[config.mk]
export PLATFORM = sky130hd
export DESIGN_NAME = acs_top
export DESIGN_NICKNAME = d
export VERILOG_FILES = /design/src/hdl/acs_chan_pick.v /design/src/hdl/acs_gap_timer.v /design/src/hdl/acs_top.v
export VERILOG_INCLUDE_DIRS = /design/src /design/src/common
export SDC_FILE = /design/constraint.sdc
export NUM_CORES = 1
export LEC_CHECK = 0
export BUFFER_PORTS_ARGS = -buffer_cell sky130_fd_sc_hd__buf_4
export CORE_UTILIZATION = 40
export DETAILED_ROUTE_END_ITERATION = 7
export SETUP_SLACK_MARGIN = 0.15
export SYNTH_ARGS = -nofsm -noshare
export SYNTH_HDL_FRONTEND = slang
export SYNTH_SLANG_ARGS = --single-unit
[constraint.sdc]
create_clock -name clk -period 12.4 [get_ports clk]
set_clock_uncertainty 0.15 [all_clocks]
set_input_delay 3.72 -clock clk [delete_from_list [all_inputs] [get_ports clk]]
set_output_delay 3.72 -clock clk [all_outputs]
set_load 0.01 [all_outputs]
[src/common/acs_defines.vh]
// constants for the adc channel sequencer: addresses, bit positions, reset values
`ifndef ACS_DEFINES_VH
`define ACS_DEFINES_VH

`define ACS_ADDR_IRQ_FLAGS  32'h4006808C
`define ACS_ADDR_SEQ_CTRL   32'h40068090
`define ACS_ADDR_REPEAT     32'h40068094
`define ACS_ADDR_STATE      32'h40068098
`define ACS_ADDR_MASK       32'h4006809C

`define ACS_BIT_CONV_FLAG   0
`define ACS_BIT_SEQ_FLAG    1
`define ACS_BIT_RUN         0
`define ACS_BIT_RESTART     1
`define ACS_BIT_STALL       2
`define ACS_BIT_IRQ_EN      3
`define ACS_BIT_CONV_BUSY   0
`define ACS_BIT_STALLED     1
`define ACS_BIT_SEQ_BUSY    2

`define ACS_CHAN_COUNT      30
`define ACS_CHAN_IDX_W      5
`define ACS_PTR_W           6
`define ACS_INTERVAL_W      8
`define ACS_INTERVAL_HALT   8'hFF
`define ACS_TICK_CYCLES     1
`define ACS_PRE_W           8

`define ACS_RST_MASK        30'h00000000
`define ACS_RST_INTERVAL    8'h00
`define ACS_RST_CHAN        5'h00
`define ACS_PTR_FIRST       6'h00
`define ACS_DATA_ZERO       32'h00000000

`endif

[src/hdl/acs_chan_pick.v]
// lowest selected channel at or above a start index
`timescale 1ns/1ps
`include "acs_defines.vh"

module acs_chan_pick #(
  parameter N  = `ACS_CHAN_COUNT,
  parameter IW = `ACS_CHAN_IDX_W,
  parameter PW = `ACS_PTR_W
) (
  // selection
  input  wire [N-1:0]  mask,
  input  wire [PW-1:0] start,
  // result
  output wire          found,
  output wire [IW-1:0] index
);

  wire [N-1:0]      cand;
  wire [N:0]        seen;
  wire [(N+1)*IW-1:0] acc;

  assign seen[0]     = 1'b0;
  assign acc[IW-1:0] = {IW{1'b0}};

  genvar i;
  generate
    for (i = 0; i < N; i = i + 1) begin : g_bit
      localparam integer  POSN = i;
      localparam [PW-1:0] POS  = POSN[PW-1:0];
      localparam [IW-1:0] POSI = POSN[IW-1:0];
      // ascending order: first candidate not shadowed by a lower one
      assign cand[i]                  = mask[i] & (POS >= start);
      assign seen[i+1]                = seen[i] | cand[i];
      assign acc[(i+1)*IW +: IW]      = acc[i*IW +: IW] |
                                        ({IW{cand[i] & ~seen[i]}} & POSI);
    end
  endgenerate

  assign found = seen[N];
  assign index = acc[N*IW +: IW];

endmodule // acs_chan_pick

[src/hdl/acs_gap_timer.v]
// delay between passes, counted in ticks of a prescaled clock
`timescale 1ns/1ps
`include "acs_defines.vh"

module acs_gap_timer #(
  parameter W    = `ACS_INTERVAL_W,
  parameter PSW  = `ACS_PRE_W,
  parameter TICK = `ACS_TICK_CYCLES
) (
  // clock and reset
  input  wire         clk,
  input  wire         rst,
  // control
  input  wire         start,
  input  wire         cancel,
  input  wire [W-1:0] ticks,
  // result
  output wire         done
);

  localparam integer   PRE_LAST_I = TICK - 1;
  localparam [PSW-1:0] PRE_LAST   = PRE_LAST_I[PSW-1:0];

  reg           active_ff;
  reg [W-1:0]   cnt_ff;
  reg [PSW-1:0] pre_ff;

  // zero ticks finishes one cycle after start
  assign done = active_ff & (cnt_ff == {W{1'b0}});

  always @(posedge clk or posedge rst) begin
    if (rst) begin
      active_ff <= 1'b0;
      cnt_ff    <= {W{1'b0}};
      pre_ff    <= {PSW{1'b0}};
    end else if (start) begin
      active_ff <= 1'b1;
      cnt_ff    <= ticks;
      pre_ff    <= {PSW{1'b0}};
    end else if (cancel | done) begin
      active_ff <= 1'b0;
    end else if (active_ff) begin
      if (pre_ff == PRE_LAST) begin
        pre_ff <= {PSW{1'b0}};
        cnt_ff <= cnt_ff - {{(W-1){1'b0}}, 1'b1};
      end else begin
        pre_ff <= pre_ff + {{(PSW-1){1'b0}}, 1'b1};
      end
    end
  end

endmodule // acs_gap_timer

[src/hdl/acs_top.v]
// adc channel sequencer: apb registers, pass state machine, adc core handshake
`timescale 1ns/1ps
`include "acs_defines.vh"

module acs_top #(
  parameter N    = `ACS_CHAN_COUNT,
  parameter IW   = `ACS_CHAN_IDX_W,
  parameter PW   = `ACS_PTR_W,
  parameter TW   = `ACS_INTERVAL_W,
  parameter TICK = `ACS_TICK_CYCLES
) (
  // clock and reset
  input  wire          clk,
  input  wire          rst,
  // apb slave
  input  wire          psel,
  input  wire          penable,
  input  wire          pwrite,
  input  wire [31:0]   paddr,
  input  wire [31:0]   pwdata,
  output wire [31:0]   prdata,
  output wire          pready,
  output wire          pslverr,
  // adc conversion core, same clock
  output wire          cnv_start,
  output wire [IW-1:0] cnv_chan,
  input  wire          cnv_done,
  // status levels
  output wire          sequence_done_flag,
  output wire          conversion_done_flag,
  output wire          sequencer_busy
);

  // one-hot states
  localparam [3:0] ST_IDLE = 4'h1;
  localparam [3:0] ST_PICK = 4'h2;
  localparam [3:0] ST_CONV = 4'h4;
  localparam [3:0] ST_GAP  = 4'h8;

  // registers
  reg [3:0]    state_ff;
  reg [3:0]    nxt_state;
  reg [PW-1:0] ptr_ff;
  reg [PW-1:0] nxt_ptr;
  reg          any_ff;
  reg          nxt_any;
  reg          restart_pend_ff;
  reg          nxt_restart_pend;
  reg          cnv_start_ff;
  reg          nxt_cnv_start;
  reg [IW-1:0] cnv_chan_ff;
  reg [IW-1:0] nxt_cnv_chan;
  reg          cnv_busy_ff;
  reg          irq_en_ff;
  reg          stall_ff;
  reg [TW-1:0] interval_ff;
  reg [N-1:0]  mask_ff;
  reg          seq_flag_ff;
  reg          nxt_seq_flag;
  reg          cnv_flag_ff;
  reg          nxt_cnv_flag;
  reg [31:0]   prdata_ff;
  reg [31:0]   nxt_prdata;
  reg          pass_end;
  reg          gap_start;
  reg          gap_cancel;

  // bus decode
  wire         setup_ph;
  wire         access_ph;
  wire         wr_acc;
  wire         rd_acc;
  wire         hit_irq;
  wire         hit_ctrl;
  wire         hit_rep;
  wire         hit_state;
  wire         hit_mask;
  wire         mapped;
  wire         run_strobe;
  wire         restart_strobe;

  // channel search and timer
  wire         pick_found;
  wire [IW-1:0] pick_index;
  wire         gap_done;
  wire         is_idle;
  wire         stalled;

  // apb: zero wait states, read data captured in the setup cycle
  assign setup_ph  = psel & ~penable;
  assign access_ph = psel & penable;
  assign pready    = access_ph;
  assign wr_acc    = access_ph & pwrite;
  assign rd_acc    = access_ph & ~pwrite;

  assign hit_irq   = (paddr == `ACS_ADDR_IRQ_FLAGS);
  assign hit_ctrl  = (paddr == `ACS_ADDR_SEQ_CTRL);
  assign hit_rep   = (paddr == `ACS_ADDR_REPEAT);
  assign hit_state = (paddr == `ACS_ADDR_STATE);
  assign hit_mask  = (paddr == `ACS_ADDR_MASK);
  assign mapped    = hit_irq | hit_ctrl | hit_rep | hit_state | hit_mask;
  assign pslverr   = access_ph & ~mapped;

  // run is never stored and restart only as a pending request, so the bits read back as zero
  assign run_strobe     = wr_acc & hit_ctrl & pwdata[`ACS_BIT_RUN];
  assign restart_strobe = wr_acc & hit_ctrl & pwdata[`ACS_BIT_RESTART];

  assign is_idle  = state_ff[0];
  // stalled once the conversion in flight has drained
  assign stalled  = stall_ff & ~is_idle & ~cnv_busy_ff;

  assign prdata               = prdata_ff;
  assign cnv_start            = cnv_start_ff;
  assign cnv_chan             = cnv_chan_ff;
  assign sequence_done_flag   = seq_flag_ff;
  assign conversion_done_flag = cnv_flag_ff;
  assign sequencer_busy       = ~is_idle;

  acs_chan_pick #(
    .N  (N),
    .IW (IW),
    .PW (PW)
  ) u_pick (
    .mask  (mask_ff),
    .start (ptr_ff),
    .found (pick_found),
    .index (pick_index)
  );

  acs_gap_timer #(
    .W    (TW),
    .TICK (TICK)
  ) u_gap (
    .clk    (clk),
    .rst    (rst),
    .start  (gap_start),
    .cancel (gap_cancel),
    .ticks  (interval_ff),
    .done   (gap_done)
  );

  // read mux
  always @* begin
    nxt_prdata = prdata_ff;
    if (setup_ph) begin
      nxt_prdata = `ACS_DATA_ZERO;
      if (hit_irq) begin
        nxt_prdata[`ACS_BIT_SEQ_FLAG]  = seq_flag_ff;
        nxt_prdata[`ACS_BIT_CONV_FLAG] = cnv_flag_ff;
      end else if (hit_ctrl) begin
        nxt_prdata[`ACS_BIT_IRQ_EN] = irq_en_ff;
        nxt_prdata[`ACS_BIT_STALL]  = stall_ff;
      end else if (hit_rep) begin
        nxt_prdata[TW-1:0] = interval_ff;
      end else if (hit_state) begin
        nxt_prdata[`ACS_BIT_SEQ_BUSY]  = ~is_idle;
        nxt_prdata[`ACS_BIT_STALLED]   = stalled;
        nxt_prdata[`ACS_BIT_CONV_BUSY] = cnv_busy_ff;
      end else if (hit_mask) begin
        nxt_prdata[N-1:0] = mask_ff;
      end
    end
  end

  // sequencer
  always @* begin
    nxt_state        = state_ff;
    nxt_ptr          = ptr_ff;
    nxt_any          = any_ff;
    nxt_restart_pend = restart_pend_ff;
    nxt_cnv_start    = 1'b0;
    nxt_cnv_chan     = cnv_chan_ff;
    pass_end         = 1'b0;
    gap_start        = 1'b0;
    gap_cancel       = 1'b0;
    if (restart_strobe & ~is_idle) begin
      nxt_restart_pend = 1'b1;
    end
    case (state_ff)
      ST_IDLE: begin
        nxt_restart_pend = 1'b0;
        if (run_strobe) begin
          nxt_state = ST_PICK;
          nxt_ptr   = `ACS_PTR_FIRST;
          nxt_any   = 1'b0;
        end
      end
      ST_PICK: begin
        if (restart_pend_ff) begin
          // back to the first selected channel, pass starts over
          nxt_ptr          = `ACS_PTR_FIRST;
          nxt_any          = 1'b0;
          nxt_restart_pend = 1'b0;
        end else if (stall_ff) begin
          nxt_state = ST_PICK;
        end else if (pick_found) begin
          nxt_cnv_start = 1'b1;
          nxt_cnv_chan  = pick_index;
          nxt_ptr       = {1'b0, pick_index} + {{(PW-1){1'b0}}, 1'b1};
          nxt_any       = 1'b1;
          nxt_state     = ST_CONV;
        end else if (~any_ff) begin
          // empty mask: nothing to convert, stop without an event
          nxt_state = ST_IDLE;
        end else begin
          // halt decision taken only here, so a late 255 lets the pass finish
          pass_end = 1'b1;
          if (interval_ff == `ACS_INTERVAL_HALT) begin
            nxt_state = ST_IDLE;
          end else begin
            gap_start = 1'b1;
            nxt_state = ST_GAP;
          end
        end
      end
      ST_CONV: begin
        if (cnv_done) begin
          nxt_state = ST_PICK;
        end
      end
      ST_GAP: begin
        if (restart_pend_ff) begin
          gap_cancel       = 1'b1;
          nxt_restart_pend = 1'b0;
          nxt_ptr          = `ACS_PTR_FIRST;
          nxt_any          = 1'b0;
          nxt_state        = ST_PICK;
        end else if (gap_done) begin
          nxt_ptr   = `ACS_PTR_FIRST;
          nxt_any   = 1'b0;
          nxt_state = ST_PICK;
        end
      end
      default: begin
        nxt_state = ST_IDLE;
      end
    endcase
  end

  // event flags: cleared by reading them back, only the bits seen as 1
  always @* begin
    nxt_seq_flag = seq_flag_ff;
    nxt_cnv_flag = cnv_flag_ff;
    if (rd_acc & hit_irq) begin
      nxt_seq_flag = seq_flag_ff & ~prdata_ff[`ACS_BIT_SEQ_FLAG];
      nxt_cnv_flag = cnv_flag_ff & ~prdata_ff[`ACS_BIT_CONV_FLAG];
    end
    // set wins over a clear in the same cycle
    if (pass_end & irq_en_ff) begin
      nxt_seq_flag = 1'b1;
    end
    if (cnv_done & cnv_busy_ff) begin
      nxt_cnv_flag = 1'b1;
    end
  end

  // state registers
  always @(posedge clk or posedge rst) begin
    if (rst) begin
      state_ff        <= ST_IDLE;
      ptr_ff          <= `ACS_PTR_FIRST;
      any_ff          <= 1'b0;
      restart_pend_ff <= 1'b0;
      cnv_start_ff    <= 1'b0;
      cnv_chan_ff     <= `ACS_RST_CHAN;
      seq_flag_ff     <= 1'b0;
      cnv_flag_ff     <= 1'b0;
      prdata_ff       <= `ACS_DATA_ZERO;
    end else begin
      state_ff        <= nxt_state;
      ptr_ff          <= nxt_ptr;
      any_ff          <= nxt_any;
      restart_pend_ff <= nxt_restart_pend;
      cnv_start_ff    <= nxt_cnv_start;
      cnv_chan_ff     <= nxt_cnv_chan;
      seq_flag_ff     <= nxt_seq_flag;
      cnv_flag_ff     <= nxt_cnv_flag;
      prdata_ff       <= nxt_prdata;
    end
  end

  // conversion busy from start pulse to done
  always @(posedge clk or posedge rst) begin
    if (rst) begin
      cnv_busy_ff <= 1'b0;
    end else if (cnv_start_ff) begin
      cnv_busy_ff <= 1'b1;
    end else if (cnv_done) begin
      cnv_busy_ff <= 1'b0;
    end
  end

  // software configuration; changing it while busy is the caller's hazard
  always @(posedge clk or posedge rst) begin
    if (rst) begin
      irq_en_ff   <= 1'b0;
      stall_ff    <= 1'b0;
      interval_ff <= `ACS_RST_INTERVAL;
      mask_ff     <= `ACS_RST_MASK;
    end else if (wr_acc) begin
      if (hit_ctrl) begin
        irq_en_ff <= pwdata[`ACS_BIT_IRQ_EN];
        stall_ff  <= pwdata[`ACS_BIT_STALL];
      end else if (hit_rep) begin
        interval_ff <= pwdata[TW-1:0];
      end else if (hit_mask) begin
        mask_ff <= pwdata[N-1:0];
      end
    end
  end

endmodule // acs_top

==> results.md, run 1 <==
* FMAX at 111 MHz
* Commonest non-fill, non-tap cell in the layout: buf_4
* Top post-synthesis cells by area: dfrtp_1, mux2_2, nand2_1
* R2R depth at 7
* RePlAce Congestion at 0.864
* Setup crit end kind: primary output
* First-pass GRT wire length at 24.4 mm
* Post-CTS Hold Fix Bufs at 0
* Post-synth EDFFs at 0
* Max-Slew Margin vs Limit at 0.390
* Clk_lat worst skew at 0.36 ns
* Power per cell area at 95.7 nW/um^2
* PortBufs at approximately 110
* Syn avg cell area at between 10 and 15 um^2
* Area added between synthesis and finish at 21.2%
* FF+latch count, synth at 108
* Startpoint Class: primary input
* Resized cells post-CTS at 0
* Layout cells sized above 1 at 0.280
* Starting Density at 0.412
* Data arrival time of the critical path at 5.17 ns
* N_diodes at 0
* Hold WC Path Type: reg -> reg
* Critical path startpoint: paddr[31]
* Status: completed
* Synth Flop Type: dfrtp_1
* Post-synthesis cell count at 576
* Max H-tree Level at 3
* Synth warn at 0
* Routed WL at 15.3 mm
* R2R Setup Slk at 8.44 ns
* RSZ-0062 raised after global routing: false
* CTS tree: built
* GRT Total Usage at 0.212
* Final setup viols at 0
* Initial antenna violation count at 0
* Remaining antenna violation count after routing at 0
* Worst-Margin Slew at 0.914 ns
* Fin crit period at 9.04 ns
* Slew Limit Fails at 0
* Crit path to: pslverr
* Pwr Total at 669 uW
* Reg clk slew, reported paths at 0.07 ns
* Top-area cell type share of the netlist area at 0.464
* DR pass1 iterations at 5
* # Max-Cap Violations at 0
* Crit path max fanout at 9
* Row cnt at 43
* Synth unique cells at 76
* Clk sink count at 108
* Cell area after synthesis at 5770 um^2
* Worst EP required at 8.53 ns
* Worst setup path category: in -> out
* Top-level I/O count at approximately 110
* Largest net degree at the start of global routing at between 60 and 70
* Die width at around 120 um
* Vias per cell at 5.61
* Async set or reset register ratio after synthesis at 1.00
* Wire per inst at 17.9 um
* R2r startpoint: ptr_ff[2]
* Vias in the first global route at between 4000 and 5000
* Post-synthesis sequential area ratio at 0.469
* Core Region at 14000 um^2
* Setup_tns at 0 ns
* Area leader, netlist: dfrtp_1
* Leak Pwr at 0.00336 uW
* Drt drc at 0
* Commonest non-fill, non-tap cells in the layout: buf_4, dfrtp_1, nand2_1, o21ai_0, mux2_2
* Max clock buf depth at 2
* Hpwl dp at 11.1 mm
* Overflow after GRT at 0
* Layout Nets at ~740
* First DRT Iteration DRCs at about 320
* Peak supply drop at 0.0619 mV
* DR vias at 4790
* Tcrit/Tclk final at 0.729
* RR Endpoint: u_gap.cnt_ff[3]
* Die area at 14900 um^2
* CTS Buf Count at 9
* Clock root buffer: clkbuf_16
* Final Hold Viols at 0
* Chip Height at around 120 um
* Setup Fix Bufs, Post-CTS at 0
==> per-layer routing <==
metal  GRT usage  up-vias  share of wire
met5           0        -              0
met4      0.0617        0          0.012
met3      0.0421       15          0.059
met2       0.331      157           0.46
met1       0.297     2313           0.47
li1            -     2305              -
==> critical path: stages <==
cell and delay [ns]:
buf_4 0.11, nor4b_1 0.34, and4_1 0.26, nand3_1 0.32, nor3b_1 0.27, buf_4 0.16
==> cells by family (layout without fill, tap and decap cells) <==
kind of cell	Yosys count	in the layout	share of synthesized area
buffers and inverters	58	155	0.0449
adders and majority gates	4	4	0.00868
and+or+nand+nor	191	191	0.177
other	1	2	0.000650
muxes	45	45	0.0885
xor gates and xnor gates	11	11	0.0167
AOI/OAI and AO/OA	158	158	0.194
DFF	108	108	0.469
==> metrics by stage <==
step,hold WS [ns],instances,utilization,setup slack [ns],cell area [um^2]
final,0.313,854,0.500,3.36,6990
after CTS,0.315,854,0.500,3.33,6990
after detailed placement,0.297,838,0.478,3.33,6690
after global placement,0.291,838,0.478,3.36,6690
after global routing,0.322,854,0.500,3.25,6990
after floorplan,0.315,577,-,3.88,5770
==> area by class of cell <==
type,instances,area [um^2]
Multi-Input combinational cell,411,2810
Clock inverter,4,31.3
Fill cell,1302,7000
Tap cell,180,225
Inverter,26,100
Clock buffer,12,267
Timing Repair Buffer,113,848
Sequential cell,108,2700
==> cell usage after synthesis (6+ instances only) <==
cell and count:
a22o_1 24, nand2b_1 7, mux2_2 38, buf_2 6
nand3_1 11, mux2i_1 6, nor4_1 7, xor2_1 6
nand4_1 8, nor2_1 35, a21oi_1 22, nor3_1 12
inv_1 26, nand2_1 59, nor4b_1 7, a21o_1 6
o31ai_1 8, a31oi_1 8, dfrtp_1 107, clkbuf_1 19
o21ai_0 42
==> worst min-delay path by stage <==
| stage | startpoint | end | slack (ns) | depth (start not counted) |
|---|---|---|---|---|
| 6_report | cnv_start | cnv_busy_ff | 0.31 | 1 |
| 4_1_cts | cnv_start | cnv_busy_ff | 0.32 | 1 |
| 3_3_place_gp | cnv_start | cnv_busy_ff | 0.29 | 1 |
| 3_5_place_dp | cnv_start | cnv_busy_ff | 0.30 | 1 |
| 2_1_floorplan | any_ff | any_ff | 0.32 | 1 |
| 5_1_grt | cnv_start | cnv_busy_ff | 0.32 | 1 |
==> sequential cells by signal, indices dropped and copies added, names as in the netlist <==
register,count
mask_ff,30
prdata,30
interval_ff,8
u_gap.cnt_ff,8
u_gap.pre_ff,8
ptr_ff,6
cnv_chan,5
state_ff,4
any_ff,1
cnv_busy_ff,1
cnv_start,1
conversion_done_flag,1
irq_en_ff,1
restart_pend_ff,1
sequence_done_flag,1
stall_ff,1
u_gap.active_ff,1
==> where the power goes <==
part | total, uW | internal, uW | switching (uW)
registers | 352 | 352 | 0.000100
logic | 31.8 | 15.9 | 15.9
clock network | 285 | 154 | 131
total | 669 | 522 | 147
Power figures use the tool's default switching activity.
==> run 2: changes to the inputs <==
==> constraint.sdc (replaced) <==
create_clock -name clk -period 7.7 [get_ports clk]
set_clock_uncertainty 0.15 [all_clocks]
set_input_delay 2.31 -clock clk [delete_from_list [all_inputs] [get_ports clk]]
set_output_delay 2.31 -clock clk [all_outputs]
set_load 0.01 [all_outputs]
==> results.md, run 2 (synthesis gave the netlist of run 1 again) <==
* Layout Nets at 743 (unchanged)
* Final Hold Viols at 0 (unchanged)
* Met2 Wirelength at 7.02 mm (about the same)
* Fin crit period at 6.22 ns
* Top Metal Used: met4 (unchanged)
* Area added between synthesis and finish at 21.3% (was 21.2%)
* Commonest non-fill, non-tap cell in the layout: buf_4 (unchanged)
* Setup Fix Bufs, Post-CTS at 0 (unchanged)
* Data arrival time of the critical path at 3.76 ns (was 5.17 ns)
* Most frequent CP cell: buf_4 (unchanged)
* N_diodes at 0 (unchanged)
* CTS tree: built (unchanged)
* Resized cells post-CTS at 0 (unchanged)
* DP Worst Slack at 1.44 ns (was 3.33 ns)
* Die area at 14900 um^2 (unchanged)
* FMAX at 161 MHz
* Max H-tree Level at 3 (unchanged)
* Routed WL at 15.6 mm (was 15.3 mm)
* Final core utilization at 0.500 (about the same)
* Tcrit/Tclk final at 0.808
* Clk_lat worst skew at 0.36 ns (about the same)
* Top-level I/O count at 113 (unchanged)
* Seq pwr share at 0.519 (was 0.526)
* Clk sink count at 108 (unchanged)
* Setup_tns at 0 ns (unchanged)
* Starting Density at 0.412 (unchanged)
* Met3 wire len at 1.00 mm (was 896 um)
* Leak Pwr at 0.00336 uW (about the same)
* Fill cells at 1289 (was 1302)
* First-pass GRT wire length at 24.7 mm (was 24.4 mm)
* Slowest cell on the critical path: nor4b_1 (unchanged)
* Reg clk slew, reported paths at 0.07 ns (about the same)
* Drt drc at 0 (unchanged)
* Clock root buffer: clkbuf_16 (unchanged)
* First DRT Iteration DRCs at 361 (was 318)
* Initial antenna violation count at 0 (unchanged)
* RSZ-0062 raised after global routing: false (unchanged)
* DR vias at 4861 (was 4790)
* Layout cells sized above 1 at 0.279 (was 0.280)
* Vias per cell at 5.69 (was 5.61)
* Startpoint Class: primary input (unchanged)
* Hpwl dp at 11.2 mm (was 11.1 mm)
* Clock power share at 0.434 (was 0.426)
* Largest net degree at the start of global routing at 68 (unchanged)
* Status: completed (unchanged)
* Row cnt at 43 (unchanged)
* Post-route setup slack at 1.48 ns (was 3.36 ns)
* PortBufs at 108 (unchanged)
* Internal power at 862 uW (was 522 uW)
* Worst EP required at 5.24 ns (was 8.53 ns)
* Hold WC Path Type: reg -> reg (unchanged)
* Sw frac at 0.212 (was 0.220)
* Psw at 231 uW (was 147 uW)
* Overflow after GRT at 0 (unchanged)
* Peak supply drop at 0.0884 mV (was 0.0619 mV)
* Vias in the first global route at 4762 (was 4685)
* Commonest non-fill, non-tap cells in the layout: buf_4, dfrtp_1, nand2_1, o21ai_0, mux2_2 (unchanged)
* Setup crit end kind: primary output (unchanged)
* RePlAce Congestion at 0.888 (was 0.864)
* Die width at 122 um (unchanged)
* Worst setup path category: in -> out (unchanged)
* Chip Height at 122 um (unchanged)
* Worst-Margin Slew at 0.915 ns (was 0.914 ns)
* Met1 WL at 7.36 mm (was 7.16 mm)
* GRT Total Usage at 0.217 (was 0.212)
* Max incr delay on CP at 0.34 ns (about the same)
* DR pass1 iterations at 5 (unchanged)
* Slew Limit Fails at 0 (unchanged)
* Final setup viols at 0 (unchanged)
* CTS Buf Count at 9 (unchanged)
* Logic pwr share at 0.047 (was 0.048)
* Cell breakdown of the critical path: buf_4 > nor4b_1 > and4_1 > nand3_1 > nor3b_1 > buf_4 (unchanged)
* Post-CTS Hold Fix Bufs at 0 (unchanged)
* Core Region at 14000 um^2 (unchanged)
* Wire per inst at 18.3 um (was 17.9 um)
* Max clock buf depth at 2 (unchanged)
* Crit path max fanout at 9 (unchanged)
* Power per cell area at 156 nW/um^2 (was 95.7 nW/um^2)
* Max-Slew Margin vs Limit at 0.389 (was 0.390)
* # Max-Cap Violations at 0 (unchanged)
* Remaining antenna violation count after routing at 0 (unchanged)
-- run 2: cell count changes in the layout (fill, tap and decap cells not counted), sizes merged --
cell      delta
bufinv       +1
clkinv       -1
clkinvlp     +1
inv          -1
-- run 2: critical path: cells and delay by family --
kind / cells / cell delay (ns)
buffers and inverters: 2 / 0.27
and+or+nand+nor: 4 / 1.18
-- run 2: power by group through the flow --
stage	Sequential, uW	Clock [uW]	Combinational [uW]
5_1_grt	567	507	56.7
2_1_floorplan	578	0	17.9
3_3_place_gp	578	0	51.5
4_1_cts	567	483	52.7
6_report	567	474	51.6
3_5_place_dp	578	0	52.6
-- run 2: path summary, 6_finish.rpt --
kind,start,to,slack (ns),depth (start not counted)
min in group asynchronous,rst,mask_ff[27],1.86,2
worst max-delay path,paddr[31],pslverr,1.48,6
worst min-delay path,cnv_start,cnv_busy_ff,0.32,1
worst min register to register,cnv_start,cnv_busy_ff,0.32,1
max in group asynchronous,rst,prdata[2],4.29,3
worst max register to register,ptr_ff[2],u_gap.cnt_ff[7],3.72,7
-- run 2: layout make-up --
| cell class | instances | area [um^2] | area share |
|---|---|---|---|
| multi-input combinational | 411 | 2810 | 0.402 |
| sequential | 108 | 2700 | 0.387 |
| timing repair buffer | 113 | 848 | 0.121 |
| clock buffer | 12 | 256 | 0.0367 |
| tap | 180 | 225 | 0.0322 |
| inverter | 26 | 100 | 0.0143 |
| clock inverter | 4 | 47.5 | 0.00680 |
-- run 2: per-layer routing --
layer | vias up | GRT usage
li1 | 2305 | -
met3 | 17 | 0.0478
met5 | - | 0
met1 | 2373 | 0.301
met2 | 166 | 0.336
met4 | 0 | 0.0739
-- run 2: stage by stage --
stage               instance area, um^2  hold WS (ns)  power (uW)  instances
floorplan                          5770         0.315         596        577
CTS                                7000         0.324        1100        854
global placement                   6690         0.290         629        838
global route                       7000         0.333        1130        854
finish                             7000         0.324        1090        854
detailed placement                 6690         0.305         631        838
==> run 3: changes to the inputs <==
--- a/config.mk
+++ b/config.mk
@@ -6,6 +6,7 @@
 export SDC_FILE = /design/constraint.sdc
 export NUM_CORES = 1
 export LEC_CHECK = 0
+export ABC_AREA = 1
 export BUFFER_PORTS_ARGS = -buffer_cell sky130_fd_sc_hd__buf_4
 export CORE_UTILIZATION = 40
 export DETAILED_ROUTE_END_ITERATION = 7
==> constraint.sdc (replaced) <==
create_clock -name clk -period 6.35 [get_ports clk]
set_clock_uncertainty 0.15 [all_clocks]
set_input_delay 1.905 -clock clk [delete_from_list [all_inputs] [get_ports clk]]
set_output_delay 1.905 -clock clk [all_outputs]
set_load 0.01 [all_outputs]
==> results.md, run 3 <==
* Wire per inst at 14.6 um (was 18.3 um)
* Clock power share at 0.417 (was 0.434)
* RSZ-0062 raised after global routing: false (unchanged)
* GRT Total Usage at 0.205 (was 0.217)
* Status: completed (unchanged)
* Max H-tree Level at 3 (unchanged)
* Hold WC Path Type: reg -> reg (unchanged)
* Buffer and inverter count on the worst path at 3 (was 2)
* Pwr Total at 1370 uW (was 1090 uW)
* Vias in the first global route at 5026 (was 4762)
* Max clock buf depth at 2 (unchanged)
* Synth warn at 0 (unchanged)
* Main combinational cell family by area after synthesis: simple AND/OR/NAND/NOR gates (was compound AO/OA/AOI/OAI gates)
* Synth unique cells at 53 (was 76)
* Logic pwr share at 0.076 (was 0.047)
* Post-synthesis cell count at 775 (was 576)
* Core Region at 15100 um^2 (was 14000 um^2)
* Setup Fix Bufs, Post-CTS at 0 (unchanged)
* Top post-synthesis cells by area: dfrtp_1, nand2_1, inv_1 (was dfrtp_1, mux2_2, nand2_1)
* Async set or reset register ratio after synthesis at 1.00 (unchanged)
* Top-level I/O count at 113 (unchanged)
* Chip Height at 126 um (was 122 um)
* Synth Flop Type: dfrtp_1 (unchanged)
* Die width at 126 um (was 122 um)
* Simple-gate area share of the yosys netlist at 0.304 (was 0.177)
* Synthesized-area fraction occupied by adder cells at 0.00808 (was 0.00868)
* Tcrit/Tclk final at 0.868
* Count leader, synth: nand2_1 (was dfrtp_1)
* Slew Limit Fails at 0 (unchanged)
* Setup_tns at 0 ns (unchanged)
* HP Start: cnv_busy_ff (was cnv_start)
* Max-Slew Margin vs Limit at 0.289 (was 0.389)
* Post-synthesis mux area share at 0.0400 (was 0.0885)
* First DRT Iteration DRCs at 309 (was 361)
* Commonest non-fill, non-tap cell in the layout: nand2_1 (was buf_4)
* Startpoint Class: primary input (unchanged)
* Layout Cells excl Fill at 1072 (was 854)
* Hpwl dp at 11.7 mm (was 11.2 mm)
* Cell area after synthesis at 6190 um^2 (was 5770 um^2)
* FMAX at 181 MHz
* FF+latch count, synth at 108 (unchanged)
* Final Hold Viols at 0 (unchanged)
* N_diodes at 0 (unchanged)
* Seq pwr share at 0.508 (was 0.519)
* Internal power at 1040 uW (was 862 uW)
* RePlAce Congestion at 0.909 (was 0.888)
* Final core utilization at 0.493 (was 0.500)
* Kind of cell adding the most delay to the critical path: simple AND/OR/NAND/NOR gates (unchanged)
* Max incr delay on CP at 0.30 ns (was 0.34 ns)
* Worst-Margin Slew at 1.07 ns (was 0.915 ns)
* Data arrival time of the critical path at 3.46 ns (was 3.76 ns)
* First-pass GRT wire length at 25.6 mm (was 24.7 mm)
* Starting Density at 0.409 (was 0.412)
* Layout cells sized above 1 at 0.223 (was 0.279)
* Top-area cell type share of the netlist area at 0.432 (was 0.464)
* Power per cell area at 183 nW/um^2 (was 156 nW/um^2)
* Clock root buffer: clkbuf_16 (unchanged)
* Post-synthesis sequential area ratio at 0.437 (was 0.469)
* Area leader, netlist: dfrtp_1 (unchanged)
* Multi-input combinational cell area at 2970 um^2 (was 2810 um^2)
* Post-CTS Hold Fix Bufs at 0 (unchanged)
* Layout Nets at 953 (was 743)
* Dpl cells at 1056 (was 838)
* # Max-Cap Violations at 0 (unchanged)
* Cell breakdown of the critical path: buf_4 > nor4_1 > nand2_1 > nor4_1 > buf_4 > nand2_1 > nand3_1 > nor3_1 > buf_4 (was buf_4 > nor4b_1 > and4_1 > nand3_1 > nor3b_1 > buf_4)
* Compound-Gate Fraction of Synth Area at 0.115 (was 0.194)
* Setup crit end kind: primary output (unchanged)
* Critical path startpoint: paddr[13] (was paddr[31])
* Sw frac at 0.240 (was 0.212)
* Clk_lat worst skew at 0.36 ns (about the same)
* Crit path max fanout at 5 (was 9)
* Die area at 16000 um^2 (was 14900 um^2)
* Remaining antenna violation count after routing at 0 (unchanged)
* Largest net degree at the start of global routing at 72 (was 68)
* Psw at 329 uW (was 231 uW)
* CTS Buf Count at 9 (unchanged)
* Worst EP required at 4.30 ns (was 5.24 ns)
* PortBufs at 108 (unchanged)
* Resized cells post-CTS at 0 (unchanged)
* XOR/XNOR share of the synthesized area at 0.0113 (was 0.0167)
* Most frequent CP cell: buf_4 (unchanged)
* Post-synth EDFFs at 0 (unchanged)
* DR vias at 5454 (was 4861)
* Leak Pwr at 0.00388 uW (was 0.00336 uW)
* Area added between synthesis and finish at 20.5% (was 21.3%)
* Syn avg cell area at 7.99 um^2 (was 10.0 um^2)
* Clk sink count at 108 (unchanged)
* Fin crit period at approximately 5.5 ns
* Row cnt at 45 (was 43)
* Most frequent cells after synthesis: nand2_1, dfrtp_1, inv_1, nand3_1, nor2_1 (was dfrtp_1, nand2_1, o21ai_0, mux2_2, nor2_1)
* Drt drc at 0 (unchanged)
* Initial antenna violation count at 0 (unchanged)
* Routed WL at 15.6 mm (about the same)
* Reg clk slew, reported paths at 0.07 ns (about the same)
* Vias per cell at 5.09 (was 5.69)
* Sequential cell area at 2700 um^2 (unchanged)
* CTS tree: built (unchanged)
* Slowest cell on the critical path: nor4_1 (was nor4b_1)
* Overflow after GRT at 0 (unchanged)
* DR pass1 iterations at 5 (unchanged)
* Hold_ws at 0.322 ns (was 0.324 ns)
* Fill cells at 1503 (was 1289)
* Final setup viols at 0 (unchanged)
* Peak supply drop at 0.130 mV (was 0.0884 mV)
* R2r startpoint: ptr_ff[1] (was ptr_ff[2])
* Commonest non-fill, non-tap cells in the layout: nand2_1, buf_4, dfrtp_1, inv_1, nand3_1 (was buf_4, dfrtp_1, nand2_1, o21ai_0, mux2_2)
* Worst setup path category: in -> out (unchanged)
[run 3: changes by cell type after synthesis, moves of 8 or more]
cell      change
inv_1        +72
nand4_1       +9
a22o_1       -24
o211ai_1     +12
nor2_1       +17
nor4_1        +9
mux2_2       -16
nor3_1        +9
o21ai_1      +10
inv_2         +8
nand2_1     +131
nand3_1      +46
[run 3: area by class of cell]
type / count / share of cell area
Clock inverter: 6 / 0.00872
Timing Repair Buffer: 114 / 0.115
Inverter: 107 / 0.0542
Multi-Input combinational cell: 539 / 0.398
Clock buffer: 10 / 0.0307
Tap cell: 188 / 0.0315
Sequential cell: 108 / 0.362
[run 3: stage by stage]
step                area, um^2  worst slack, ns
floorplan                 6190             1.19
global placement          7170            0.906
detailed placement        7170            0.885
CTS                       7460            0.873
global route              7460            0.684
finish                    7460            0.838
[run 3: path summary, 6_finish.rpt]
| check | to | slack, ns | depth (start not counted) |
|---|---|---|---|
| hold / removal | conversion_done_flag | 0.32 | 2 |
| max in group asynchronous | mask_ff[29] | 3.47 | 3 |
| min in group asynchronous | prdata[7] | 1.57 | 2 |
| setup reg to reg | ptr_ff[2] | 2.84 | 20 |
| hold reg to reg | conversion_done_flag | 0.32 | 2 |
| setup / recovery | pslverr | 0.84 | 9 |
[run 3: power by group through the flow]
stage               Sequential [uW]  Combinational (uW)  Clock (uW)
finish                          695                 104         570
CTS                             695                 106         580
floorplan                       707                53.1           0
detailed placement              708                 105           0
global placement                708                 105           0
global route                    695                 117         611
[run 3: kinds of logic after synthesis]
logic type | count (synthesis)
muxes | 22
other | 1
buffers and inverters | 129
and+or+nand+nor | 388
DFF | 108
adders and majority gates | 4
xor gates and xnor gates | 8
AOI/OAI and AO/OA | 115
[run 3: worst register-to-register path: stages, from the launching register on]
cell and delay [ns]:
dfrtp_1 0.51, nor2_1 0.59, nand3_1 0.14, nand2_1 0.09, nand2_1 0.08, nand2_1 0.15
nor2_4 0.07, nand4_4 0.10, nor2_4 0.05, nand2_1 0.10, nand2_1 0.08, nor3_1 0.17
nand3_1 0.12, nor3_1 0.24, nand3_1 0.21, ha_1 0.26, inv_1 0.05, a21oi_1 0.05
nor2_1 0.10, o21ai_0 0.09, nand2_1 0.06
[run 3: routing by layer]
| layer | GRT usage | wire length [um] | vias up |
|---|---|---|---|
| met5 | 0 | 0 | - |
| met4 | 0.0546 | 172 | 0 |
| met3 | 0.0354 | 681 | 15 |
| met2 | 0.303 | 6770 | 114 |
| met1 | 0.308 | 7990 | 2532 |
| li1 | - | - | 2793 |
